$ cat config.mk
export PLATFORM = sky130hd
export DESIGN_NAME = qsp_sram_port
export DESIGN_NICKNAME = d
export VERILOG_FILES = /design/src/design/qsp_pkg.sv /design/src/design/qsp_mem_if.sv /design/src/design/qsp_sram_port.sv /design/src/design/qsp_sync.sv /design/src/design/qsp_burst_mem.sv
export SDC_FILE = /design/constraint.sdc
export NUM_CORES = 2
export LEC_CHECK = 0
export ABC_AREA = 1
export BUFFER_PORTS_ARGS = -buffer_cell sky130_fd_sc_hd__buf_4
export CAP_MARGIN = 40
export CORE_MARGIN = 4
export CORE_UTILIZATION = 53
export DETAILED_ROUTE_END_ITERATION = 10
export PLACE_DENSITY = 0.72
export SLEW_MARGIN = 25
export SYNTH_ARGS = -nofsm -noshare
export SYNTH_HDL_FRONTEND = slang
export SYNTH_SLANG_ARGS = --single-unit
$ cat constraint.sdc
create_clock -name CLK_I -period 3.8 [get_ports CLK_I]
set_input_delay 0.76 -clock CLK_I [delete_from_list [all_inputs] [get_ports CLK_I]]
set_output_delay 0.76 -clock CLK_I [all_outputs]
set_load 0.01 [all_outputs]
$ cat src/design/qsp_pkg.sv
// shared constants for the burst sram port
package qsp_pkg;

  // ----------------------------------------------------------------
  // widths
  // ----------------------------------------------------------------
  localparam int unsigned ADDR_W  = 21;  // narrow configuration
  localparam int unsigned DATA_W  = 18;
  localparam int unsigned LANE_W  = 9;
  localparam int unsigned LANES   = 2;
  localparam int unsigned BEAT_W  = 2;
  localparam int unsigned MEM_AW  = 4;   // burst locations held in flops
  localparam int unsigned PIPE_D  = 5;   // deepest read latency in edges
  localparam int unsigned SYNC_W  = 6 + LANES + ADDR_W + DATA_W;

  // ----------------------------------------------------------------
  // burst and latency counts, in half cycles of the input clock
  // ----------------------------------------------------------------
  localparam int unsigned     BURST_LEN      = 4;
  localparam logic [1:0]      LAST_BEAT      = 2'(BURST_LEN - 1);
  localparam logic [1:0]      RD_GAP         = 2'(BURST_LEN - 1);
  localparam int unsigned     LAT_PLL_HALF   = 5;
  localparam int unsigned     LAT_LEG_HALF   = 2;
  localparam logic [2:0]      LAT_PLL_IDX    = 3'(LAT_PLL_HALF - 1);
  localparam logic [2:0]      LAT_LEG_IDX    = 3'(LAT_LEG_HALF - 1);

  // ----------------------------------------------------------------
  // power-up and reset values
  // ----------------------------------------------------------------
  localparam logic [1:0]      INIT_SETTLE    = 2'h3;
  localparam logic            TERM_RST       = 1'h1;

endpackage : qsp_pkg

$ cat src/design/qsp_mem_if.sv
// bundle between the port logic and the burst storage
`timescale 1ns/10ps
`default_nettype none

interface qsp_mem_if;
  logic                          wr_en;
  logic [qsp_pkg::MEM_AW-1:0]    wr_addr;
  logic [qsp_pkg::BEAT_W-1:0]    wr_beat;
  logic [qsp_pkg::DATA_W-1:0]    wr_data;
  logic [qsp_pkg::LANES-1:0]     wr_lane;
  logic [qsp_pkg::MEM_AW-1:0]    rd_addr;
  logic [qsp_pkg::BEAT_W-1:0]    rd_beat;
  logic [qsp_pkg::DATA_W-1:0]    rd_data;

  modport ctl (output wr_en, wr_addr, wr_beat, wr_data, wr_lane, rd_addr, rd_beat, input rd_data);
  modport mem (input wr_en, wr_addr, wr_beat, wr_data, wr_lane, rd_addr, rd_beat, output rd_data);
endinterface : qsp_mem_if

`default_nettype wire

$ cat src/design/qsp_sram_port.sv
// pin-level port logic of a separate-io four-word burst sram
`timescale 1ns/10ps
`default_nettype none

// How it works
// write select low at a positive clock rise starts a write; high ignores data.
// only byte lanes with their select low are stored; others keep old bytes.
// select 0 covers data bits 8..0, select 1 covers bits 17..9.
// controller presents lane selects with the data word they qualify.
// address sampled at positive rise only when the port is selected.
// 21-bit address picks a four-word burst location; the code uses only bits 3..0 (16 locations).
// read words launch on both clock rises; outputs float when deselected.
// read select low starts a read; when deselected, burst ends then outputs float.
// every read returns four consecutive words of the location.
// valid flag is high with read data and moves with echo clock edges.
// accesses start only on a positive clock rise.
// negative clock rise captures second-half inputs and launches read words.
// echo clock pair runs freely, following the input clock.
// termination range caught once after power-up; low picks low range. The code catches it again after every reset release.
// write data sampled on both rises only during an active write.
// pll mode returns first read word two and a half cycles after request.
// pll disabled gives legacy mode with one cycle read latency.
// each access moves four words over two input clock cycles.
// reads and writes may overlap; their addresses use alternating positive rises.
module qsp_sram_port (
  input  wire logic                        CLK_I,
  input  wire logic                        RST_N_I,
  input  wire logic                        K_I,
  input  wire logic                        K_N_I,
  input  wire logic                        WRITE_PORT_SELECT_N_I,
  input  wire logic                        READ_PORT_SELECT_N_I,
  input  wire logic [qsp_pkg::LANES-1:0]   BYTE_LANE_WRITE_SELECT_N_I,
  input  wire logic [qsp_pkg::ADDR_W-1:0]  ADDR_I,
  input  wire logic [qsp_pkg::DATA_W-1:0]  D_I,
  input  wire logic                        TERMINATION_RANGE_SELECT_I,
  input  wire logic                        PLL_DISABLE_N_I,
  output logic      [qsp_pkg::DATA_W-1:0]  Q_O,
  output logic                             Q_OE_O,
  output logic                             OUTPUT_VALID_FLAG_O,
  output logic                             ECHO_TIMING_OUT_O,
  output logic                             ECHO_TIMING_OUT_N_O,
  output logic                             TERM_RANGE_HIGH_O
);

  // ----------------------------------------------------------------
  // pin synchronisers
  // ----------------------------------------------------------------
  logic [qsp_pkg::SYNC_W-1:0]  pin_raw;
  logic [qsp_pkg::SYNC_W-1:0]  pin_s;
  logic                        k_s;
  logic                        kn_s;
  logic                        wps_n_s;
  logic                        rps_n_s;
  logic [qsp_pkg::LANES-1:0]   bws_n_s;
  logic [qsp_pkg::ADDR_W-1:0]  addr_s;
  logic [qsp_pkg::DATA_W-1:0]  d_s;
  logic                        odt_s;
  logic                        pll_dis_n_s;

  // every pin takes the same two flops, so data stays aligned to the clocks
  assign pin_raw = {K_I, K_N_I, WRITE_PORT_SELECT_N_I, READ_PORT_SELECT_N_I,
                    BYTE_LANE_WRITE_SELECT_N_I, ADDR_I, D_I,
                    TERMINATION_RANGE_SELECT_I, PLL_DISABLE_N_I};
  assign {k_s, kn_s, wps_n_s, rps_n_s, bws_n_s, addr_s, d_s, odt_s, pll_dis_n_s} = pin_s;

  qsp_sync #(
    .W       (qsp_pkg::SYNC_W)
  ) u_sync (
    .clk_i   (CLK_I),
    .rst_n_i (RST_N_I),
    .d_i     (pin_raw),
    .q_o     (pin_s)
  );

  // ----------------------------------------------------------------
  // input clock edges and echo clocks
  // ----------------------------------------------------------------
  logic cq_q;
  logic cqn_q;
  logic k_rise;
  logic kn_rise;
  logic beat_edge;

  // echo pair is the delayed clock level, so it also serves as edge history
  always_ff @(posedge CLK_I or negedge RST_N_I) begin
    if (!RST_N_I) begin
      cq_q  <= 1'h0;
      cqn_q <= 1'h0;
    end else begin
      cq_q  <= k_s;
      cqn_q <= kn_s;
    end
  end

  assign k_rise    = k_s & ~cq_q;
  assign kn_rise   = kn_s & ~cqn_q;
  assign beat_edge = k_rise | kn_rise;

  // ----------------------------------------------------------------
  // write port
  // ----------------------------------------------------------------
  qsp_mem_if mb ();

  logic                        wr_act_q;
  logic [qsp_pkg::BEAT_W-1:0]  wr_beat_q;
  logic [qsp_pkg::MEM_AW-1:0]  wr_addr_q;
  logic                        wr_start;
  logic                        wr_en;
  logic [qsp_pkg::LANES-1:0]   wr_lane;

  // a positive rise mid-burst belongs to beat 2, so a new write waits
  assign wr_start = k_rise & ~wr_act_q & ~wps_n_s;

  always_ff @(posedge CLK_I or negedge RST_N_I) begin
    if (!RST_N_I) begin
      wr_act_q  <= 1'h0;
      wr_beat_q <= '0;
      wr_addr_q <= '0;
    end else if (wr_start) begin
      wr_act_q  <= 1'h1;
      wr_beat_q <= 2'h1;
      wr_addr_q <= addr_s[qsp_pkg::MEM_AW-1:0];
    end else if (beat_edge && wr_act_q) begin
      wr_beat_q <= wr_beat_q + 2'h1;
      if (wr_beat_q == qsp_pkg::LAST_BEAT) begin
        wr_act_q <= 1'h0;
      end
    end
  end

  // data and lane selects are taken on the same edge as each word
  assign wr_en   = wr_start | (beat_edge & wr_act_q);
  assign wr_lane = ~bws_n_s & {qsp_pkg::LANES{wr_en}};

  assign mb.wr_en   = wr_en;
  assign mb.wr_lane = wr_lane;
  assign mb.wr_data = d_s;
  assign mb.wr_addr = wr_start ? addr_s[qsp_pkg::MEM_AW-1:0] : wr_addr_q;
  assign mb.wr_beat = wr_start ? '0 : wr_beat_q;

  // ----------------------------------------------------------------
  // read request pipeline
  // ----------------------------------------------------------------
  logic [1:0]                  rd_gap_q;
  logic                        rd_take;
  logic [qsp_pkg::PIPE_D-1:0]  rd_pipe_q;
  logic [qsp_pkg::MEM_AW-1:0]  rd_apipe_q [qsp_pkg::PIPE_D];
  logic [2:0]                  lat_idx;
  logic                        rd_start;

  // reads are spaced by a whole burst, i.e. every other positive rise
  assign rd_take = k_rise & ~rps_n_s & (rd_gap_q == 2'h0);

  always_ff @(posedge CLK_I or negedge RST_N_I) begin
    if (!RST_N_I) begin
      rd_gap_q <= 2'h0;
    end else if (rd_take) begin
      rd_gap_q <= qsp_pkg::RD_GAP;
    end else if (beat_edge && rd_gap_q != 2'h0) begin
      rd_gap_q <= rd_gap_q - 2'h1;
    end
  end

  // the pipeline advances one stage per clock rise of either polarity
  always_ff @(posedge CLK_I or negedge RST_N_I) begin
    if (!RST_N_I) begin
      rd_pipe_q <= '0;
      for (int i = 0; i < qsp_pkg::PIPE_D; i++) begin
        rd_apipe_q[i] <= '0;
      end
    end else if (beat_edge) begin
      rd_pipe_q     <= {rd_pipe_q[qsp_pkg::PIPE_D-2:0], rd_take};
      rd_apipe_q[0] <= addr_s[qsp_pkg::MEM_AW-1:0];
      for (int i = 1; i < qsp_pkg::PIPE_D; i++) begin
        rd_apipe_q[i] <= rd_apipe_q[i-1];
      end
    end
  end

  // mode pin is a level; changing it with reads in flight is not supported
  assign lat_idx  = pll_dis_n_s ? qsp_pkg::LAT_PLL_IDX : qsp_pkg::LAT_LEG_IDX;
  assign rd_start = beat_edge & rd_pipe_q[lat_idx];

  // ----------------------------------------------------------------
  // read burst and output drivers
  // ----------------------------------------------------------------
  logic                        rd_act_q;
  logic [qsp_pkg::BEAT_W-1:0]  rd_beat_q;
  logic [qsp_pkg::MEM_AW-1:0]  rd_addr_q;
  logic [qsp_pkg::DATA_W-1:0]  q_q;
  logic                        oe_q;
  logic                        valid_q;

  always_ff @(posedge CLK_I or negedge RST_N_I) begin
    if (!RST_N_I) begin
      rd_act_q  <= 1'h0;
      rd_beat_q <= '0;
      rd_addr_q <= '0;
    end else if (rd_start) begin
      rd_act_q  <= 1'h1;
      rd_beat_q <= 2'h1;
      rd_addr_q <= rd_apipe_q[lat_idx];
    end else if (beat_edge && rd_act_q) begin
      rd_beat_q <= rd_beat_q + 2'h1;
      if (rd_beat_q == qsp_pkg::LAST_BEAT) begin
        rd_act_q <= 1'h0;
      end
    end
  end

  assign mb.rd_addr = rd_start ? rd_apipe_q[lat_idx] : rd_addr_q;
  assign mb.rd_beat = rd_start ? '0 : rd_beat_q;

  // each beat launches one word on the edge that carries it
  always_ff @(posedge CLK_I or negedge RST_N_I) begin
    if (!RST_N_I) begin
      q_q <= '0;
    end else if (rd_start || (beat_edge && rd_act_q)) begin
      q_q <= mb.rd_data;
    end
  end

  // flag moves only on clock edges, in step with the echo pair
  always_ff @(posedge CLK_I or negedge RST_N_I) begin
    if (!RST_N_I) begin
      valid_q <= 1'h0;
    end else if (beat_edge) begin
      valid_q <= rd_start | rd_act_q;
    end
  end

  // drivers turn off only at a positive rise once the burst is over
  always_ff @(posedge CLK_I or negedge RST_N_I) begin
    if (!RST_N_I) begin
      oe_q <= 1'h0;
    end else if (rd_start) begin
      oe_q <= 1'h1;
    end else if (k_rise && !rd_act_q) begin
      oe_q <= 1'h0;
    end
  end

  qsp_burst_mem u_mem (
    .clk_i (CLK_I),
    .bus   (mb.mem)
  );

  // ----------------------------------------------------------------
  // termination range, caught once after each reset release
  // ----------------------------------------------------------------
  logic [1:0] init_cnt_q;
  logic       term_done_q;
  logic       term_hi_q;

  // wait for the synchroniser to fill before trusting the pin
  always_ff @(posedge CLK_I or negedge RST_N_I) begin
    if (!RST_N_I) begin
      init_cnt_q  <= 2'h0;
      term_done_q <= 1'h0;
      term_hi_q   <= qsp_pkg::TERM_RST;
    end else if (!term_done_q) begin
      if (init_cnt_q == qsp_pkg::INIT_SETTLE) begin
        term_hi_q   <= odt_s;
        term_done_q <= 1'h1;
      end else begin
        init_cnt_q <= init_cnt_q + 2'h1;
      end
    end
  end

  // ----------------------------------------------------------------
  // outputs
  // ----------------------------------------------------------------
  assign Q_O                 = q_q;
  assign Q_OE_O              = oe_q;
  assign OUTPUT_VALID_FLAG_O = valid_q;
  assign ECHO_TIMING_OUT_O   = cq_q;
  assign ECHO_TIMING_OUT_N_O = cqn_q;
  assign TERM_RANGE_HIGH_O   = term_hi_q;

  // ----------------------------------------------------------------
  // checks
  // ----------------------------------------------------------------
  a_wr_deselect_idle : assert property (
    @(posedge CLK_I) disable iff (!RST_N_I)
    (k_rise && !wr_act_q && wps_n_s) |=> !wr_act_q)
    else $error("write started while port deselected");
  a_lane_off_kept : assert property (
    @(posedge CLK_I) disable iff (!RST_N_I)
    (wr_en && bws_n_s[0]) |-> !wr_lane[0] && (wr_lane[1] == !bws_n_s[1]))
    else $error("byte lane written against its select");
  a_wr_sample_active : assert property (
    @(posedge CLK_I) disable iff (!RST_N_I)
    wr_en |-> beat_edge && (wr_act_q || (k_rise && !wps_n_s)))
    else $error("write data taken outside an active write");
  a_wr_four_beats : assert property (
    @(posedge CLK_I) disable iff (!RST_N_I)
    $fell(wr_act_q) |-> $past(wr_beat_q) == qsp_pkg::LAST_BEAT && $past(beat_edge))
    else $error("write burst did not take four words");
  a_rd_four_beats : assert property (
    @(posedge CLK_I) disable iff (!RST_N_I)
    $fell(rd_act_q) |-> $past(rd_beat_q) == qsp_pkg::LAST_BEAT)
    else $error("read burst did not give four words");
  a_pll_latency : assert property (
    @(posedge CLK_I) disable iff (!RST_N_I)
    (beat_edge && rd_pipe_q[4] && pll_dis_n_s) |-> kn_rise ##1 (valid_q && oe_q))
    else $error("pll read word not out after five half cycles");
  a_legacy_latency : assert property (
    @(posedge CLK_I) disable iff (!RST_N_I)
    (beat_edge && rd_pipe_q[1] && !pll_dis_n_s) |-> k_rise ##1 (valid_q && oe_q))
    else $error("legacy read word not out after one cycle");
  a_take_on_k : assert property (
    @(posedge CLK_I) disable iff (!RST_N_I)
    (rd_take || wr_start) |-> k_rise && !kn_rise)
    else $error("access started off a positive rise");
  a_q_on_edge : assert property (
    @(posedge CLK_I) disable iff (!RST_N_I)
    $changed(q_q) |-> $past(beat_edge) && $past(rd_start || rd_act_q))
    else $error("read word moved without a clock rise");
  a_valid_echo : assert property (
    @(posedge CLK_I) disable iff (!RST_N_I)
    $changed(valid_q) |-> $changed(cq_q) || $changed(cqn_q))
    else $error("valid flag not aligned to echo edge");
  a_float_after : assert property (
    @(posedge CLK_I) disable iff (!RST_N_I)
    (k_rise && !rd_act_q && !rd_start) |=> !oe_q ##1 !oe_q || valid_q)
    else $error("outputs still driven after burst end");
  a_echo_runs : assert property (
    @(posedge CLK_I) disable iff (!RST_N_I)
    beat_edge |=> ($rose(cq_q) || $rose(cqn_q)))
    else $error("echo clock missed an input rise");
  a_term_hold : assert property (
    @(posedge CLK_I) disable iff (!RST_N_I)
    term_done_q |=> term_done_q && $stable(term_hi_q))
    else $error("termination range changed after capture");

endmodule : qsp_sram_port

`default_nettype wire

$ cat src/design/qsp_sync.sv
// two-flop synchroniser for the pin inputs
`timescale 1ns/10ps
`default_nettype none

module qsp_sync #(
  parameter int unsigned W = 1
) (
  input  wire logic         clk_i,
  input  wire logic         rst_n_i,
  input  wire logic [W-1:0] d_i,
  output logic      [W-1:0] q_o
);

  // ----------------------------------------------------------------
  // one pair per bit; the first flop feeds only the second
  // ----------------------------------------------------------------
  for (genvar b = 0; b < W; b++) begin : g_bit
    logic meta_q;
    logic sync_q;
    always_ff @(posedge clk_i or negedge rst_n_i) begin
      if (!rst_n_i) begin
        meta_q <= 1'h0;
        sync_q <= 1'h0;
      end else begin
        meta_q <= d_i[b];
        sync_q <= meta_q;
      end
    end
    assign q_o[b] = sync_q;
  end

endmodule : qsp_sync

`default_nettype wire

$ cat src/design/qsp_burst_mem.sv
// flop storage of four-word burst locations with byte lanes
`timescale 1ns/10ps
`default_nettype none

module qsp_burst_mem (
  input  wire logic clk_i,
  qsp_mem_if.mem    bus
);

  localparam int unsigned DEPTH = (1 << qsp_pkg::MEM_AW) * qsp_pkg::BURST_LEN;

  logic [qsp_pkg::MEM_AW+1:0] wr_idx;
  logic [qsp_pkg::MEM_AW+1:0] rd_idx;

  // word index is location then beat, so a burst walks consecutive words
  assign wr_idx = {bus.wr_addr, bus.wr_beat};
  assign rd_idx = {bus.rd_addr, bus.rd_beat};

  // ----------------------------------------------------------------
  // one array per lane; a lane left unselected keeps its old byte
  // ----------------------------------------------------------------
  for (genvar l = 0; l < qsp_pkg::LANES; l++) begin : g_lane
    logic [qsp_pkg::LANE_W-1:0] lane_q [DEPTH];
    // contents are undefined after power-up, like the array they model
    always_ff @(posedge clk_i) begin
      if (bus.wr_en && bus.wr_lane[l]) begin
        lane_q[wr_idx] <= bus.wr_data[l*qsp_pkg::LANE_W +: qsp_pkg::LANE_W];
      end
    end
    assign bus.rd_data[l*qsp_pkg::LANE_W +: qsp_pkg::LANE_W] = lane_q[rd_idx];
  end

endmodule : qsp_burst_mem

`default_nettype wire

==> flow_metrics.tcl <==
set metrics [dict create \
    core_area_mm2 0.102 \
    netlist_area_mm2 0.0548 \
    worstPathRequired_ns 4.25 \
    p_total_mw 43.3 \
    vias 37700 \
    status "completed" \
    end_kind "flop" \
    whs_ns 0.0683 \
    p_leak_nw 24.4 \
    drt-vias-per-instance 5.82 \
    n_antenna_cell 0 \
    start_kind "flop" \
    syn_avg_cell_area_um2 11.1 \
    area_growth_pct 12.5 \
    rsz0062_at_grt "no" \
    yosys.area.top_type_share 0.632 \
    yosysTopAreaCell "edfxtp_1" \
    period_needed_ns 3.33 \
    first_pass_iters 8 \
    setup_ws_ns 0.467 \
    arrival_ns 3.79 \
    ant_nets 0 \
    clockBufferDepth 3 \
    tightest_slew_ns 0.852 \
    grt_overflow 0 \
    root_buffer "clkbuf_16" \
    drt_wl_total_um 141000 \
    grt_max_degree 156 \
    rows 117 \
    cts_buffers 132 \
    slew_viol_final 0 \
    mostFrequentLayoutCells "nand3_1, nand2_1, edfxtp_1" \
    clkTransAtPathRegs_ns 0.06 \
    nNetsFinal 5053 \
    yosys_warnings 0 \
    ir_worst_vdd_uv 969 \
    ys_ff_latch 1279 \
    path_max_fanout 10 \
    cts_setup_buffers 0 \
    drc 0 \
    initial_core_util 0.536 \
    die_y_um 329 \
    cts_tree "built" \
    htreeDepth 4 \
    ys_seq_area_frac 0.690 \
    finalHoldViolCount 0 \
    cap_viol_max_count 0 \
    grt_pass1_vias 36200 \
    die_width_um 329 \
    hpwlAfterDp_um 79100 \
    powerDensity_mw_per_mm2 703 \
    post_cts_resized 0 \
    hold_buffers 0 \
    dieArea_mm2 0.109 \
    synth.distinct_cells 34 \
    layout_commonest_cell "nand3_1" \
    final_util 0.603 \
    max_freq_ghz 0.300 \
    synth_cells 4937 \
    max_slew_margin 0.432 \
    avgRoutedWirePerCell_um 21.8 \
    pin_count 72 \
    synthesis.nets 4990 \
    fin_skew_ns 0.0287 \
    gr-usage-all-layers 0.258 \
    layout-drive-gt1-share 0.108 \
    clock_latency_ns 0.74 \
    port_buffers 54 \
    grt_pass1_wl_um 213000 \
    pre_cts_ws_ns 0.518 \
    antenna_found_initial 1 \
    setup_viol 0 \
    cts.sinks 1279 \
    drt_iter0_drc 4873 \
    hp-class "input pin to async pin" \
    worst-setup-path-type "flop to flop" \
    ys_top_cells_by_area "edfxtp_1, nand3_1, nand2_1, dfrtp_1, inv_1" \
    routabilityCongestion 0.865 \
    fin_setup_tns_ns 0 \
    finalCritPeriodShare 0.877 \
]
## synth_stat cells (all sizes together)
library cell,number
or2,42
nand3b,162
a31o,1
buf,236
nor2,10
xor2,1
dfrtp,126
clkinv,1
o21ai,29
dfstp,1
nand2,1179
inv,484
ha,4
nor3,131
nand3,1230
o2111ai,36
clkbuf,108
a21oi,3
edfxtp,1152
a31oi,1
## path summary, 6_finish.rpt
path | startpoint | slack, ns | to | depth (start not counted)
setup / recovery | ECHO_TIMING_OUT_O$_DFF_PN0_ | 0.47 | u_mem.g_lane[0].lane_q[59][1]$_DFFE_PP_ | 10
hold / removal | RST_N_I | 0.07 | rd_pipe_q[1]$_DFFE_PN0P_ | 1
setup reg to reg | ECHO_TIMING_OUT_O$_DFF_PN0_ | 0.47 | u_mem.g_lane[0].lane_q[59][1]$_DFFE_PP_ | 10
hold reg to reg | u_sync.g_bit[7].meta_q$_DFF_PN0_ | 0.34 | u_sync.g_bit[7].sync_q$_DFF_PN0_ | 0
max in group asynchronous | RST_N_I | 2.99 | TERM_RANGE_HIGH_O$_DFFE_PN1P_ | 2
min in group CLK_I | D_I[3] | 0.12 | u_sync.g_bit[5].meta_q$_DFF_PN0_ | 1
## per-stage QoR
stage          instance area [µm²]  cells
3_3_place_gp                 57000   6222
5_1_grt                      61600   6468
2_1_floorplan                54800   4937
4_1_cts                      61500   6462
3_5_place_dp                 57200   6228
6_report                     61600   6468
## kinds of logic (layout without fill, tap and decap cells)
family,after synthesis,count (layout),synth area share
flip-flops,1279,1279,0.690
buffers and inverters,829,992,0.0661
AND/OR/NAND/NOR,2754,2754,0.233
adder cells (fa/ha/maj),4,4,0.000914
XOR/XNOR,1,1,0.000160
AO/OA/AOI/OAI,70,70,0.00964
## power breakdown
group / internal (mW) / switching (mW)
clock network: 7.37 / 5.31
logic: 4.09 / 10.4
registers: 15.7 / 0.353
## layer usage
metal / global-route usage / part of all wire / vias to the layer above
met4: 0.102 / 0.037 / 2
met2: 0.416 / 0.48 / 2003
met1: 0.351 / 0.39 / 18200
met5: 0 / 0.000078 / -
li1: - / - / 17100
met3: 0.0469 / 0.095 / 325
## critical path, cell delays in order, from the launching register on
cell and delay (ns):
dfrtp_1 0.38, inv_2 0.05, nand2_1 0.12, nor3_2 0.40
or2_2 0.20, o21ai_1 0.13, inv_1 0.17, nand2_1 0.39
buf_4 0.30, nor3_1 0.63, buf_4 0.28
## state kept, by name (all words and copies together), names as in the netlist, 2 cells and up
signal and flops:
rd_pipe_q 5, u_mem.g_lane.lane_q 1152, u_sync.g_bit.meta_q 30, rd_addr_q 4
rd_apipe_q 20, wr_beat_q 2, rd_gap_q 2, init_cnt_q 2
u_sync.g_bit.sync_q 30, rd_beat_q 2, wr_addr_q 4, Q_O 18
## area by class of cell
type | count | area (µm²)
inverter | 485 | 1840
sequential | 1279 | 37800
fill | 7920 | 40600
tap | 1368 | 1710
clock buffer | 178 | 3730
timing repair buffer | 273 | 2540
multi-input combinational | 2829 | 13500
clock inverter | 56 | 499
(Power assumes the default switching activity.)
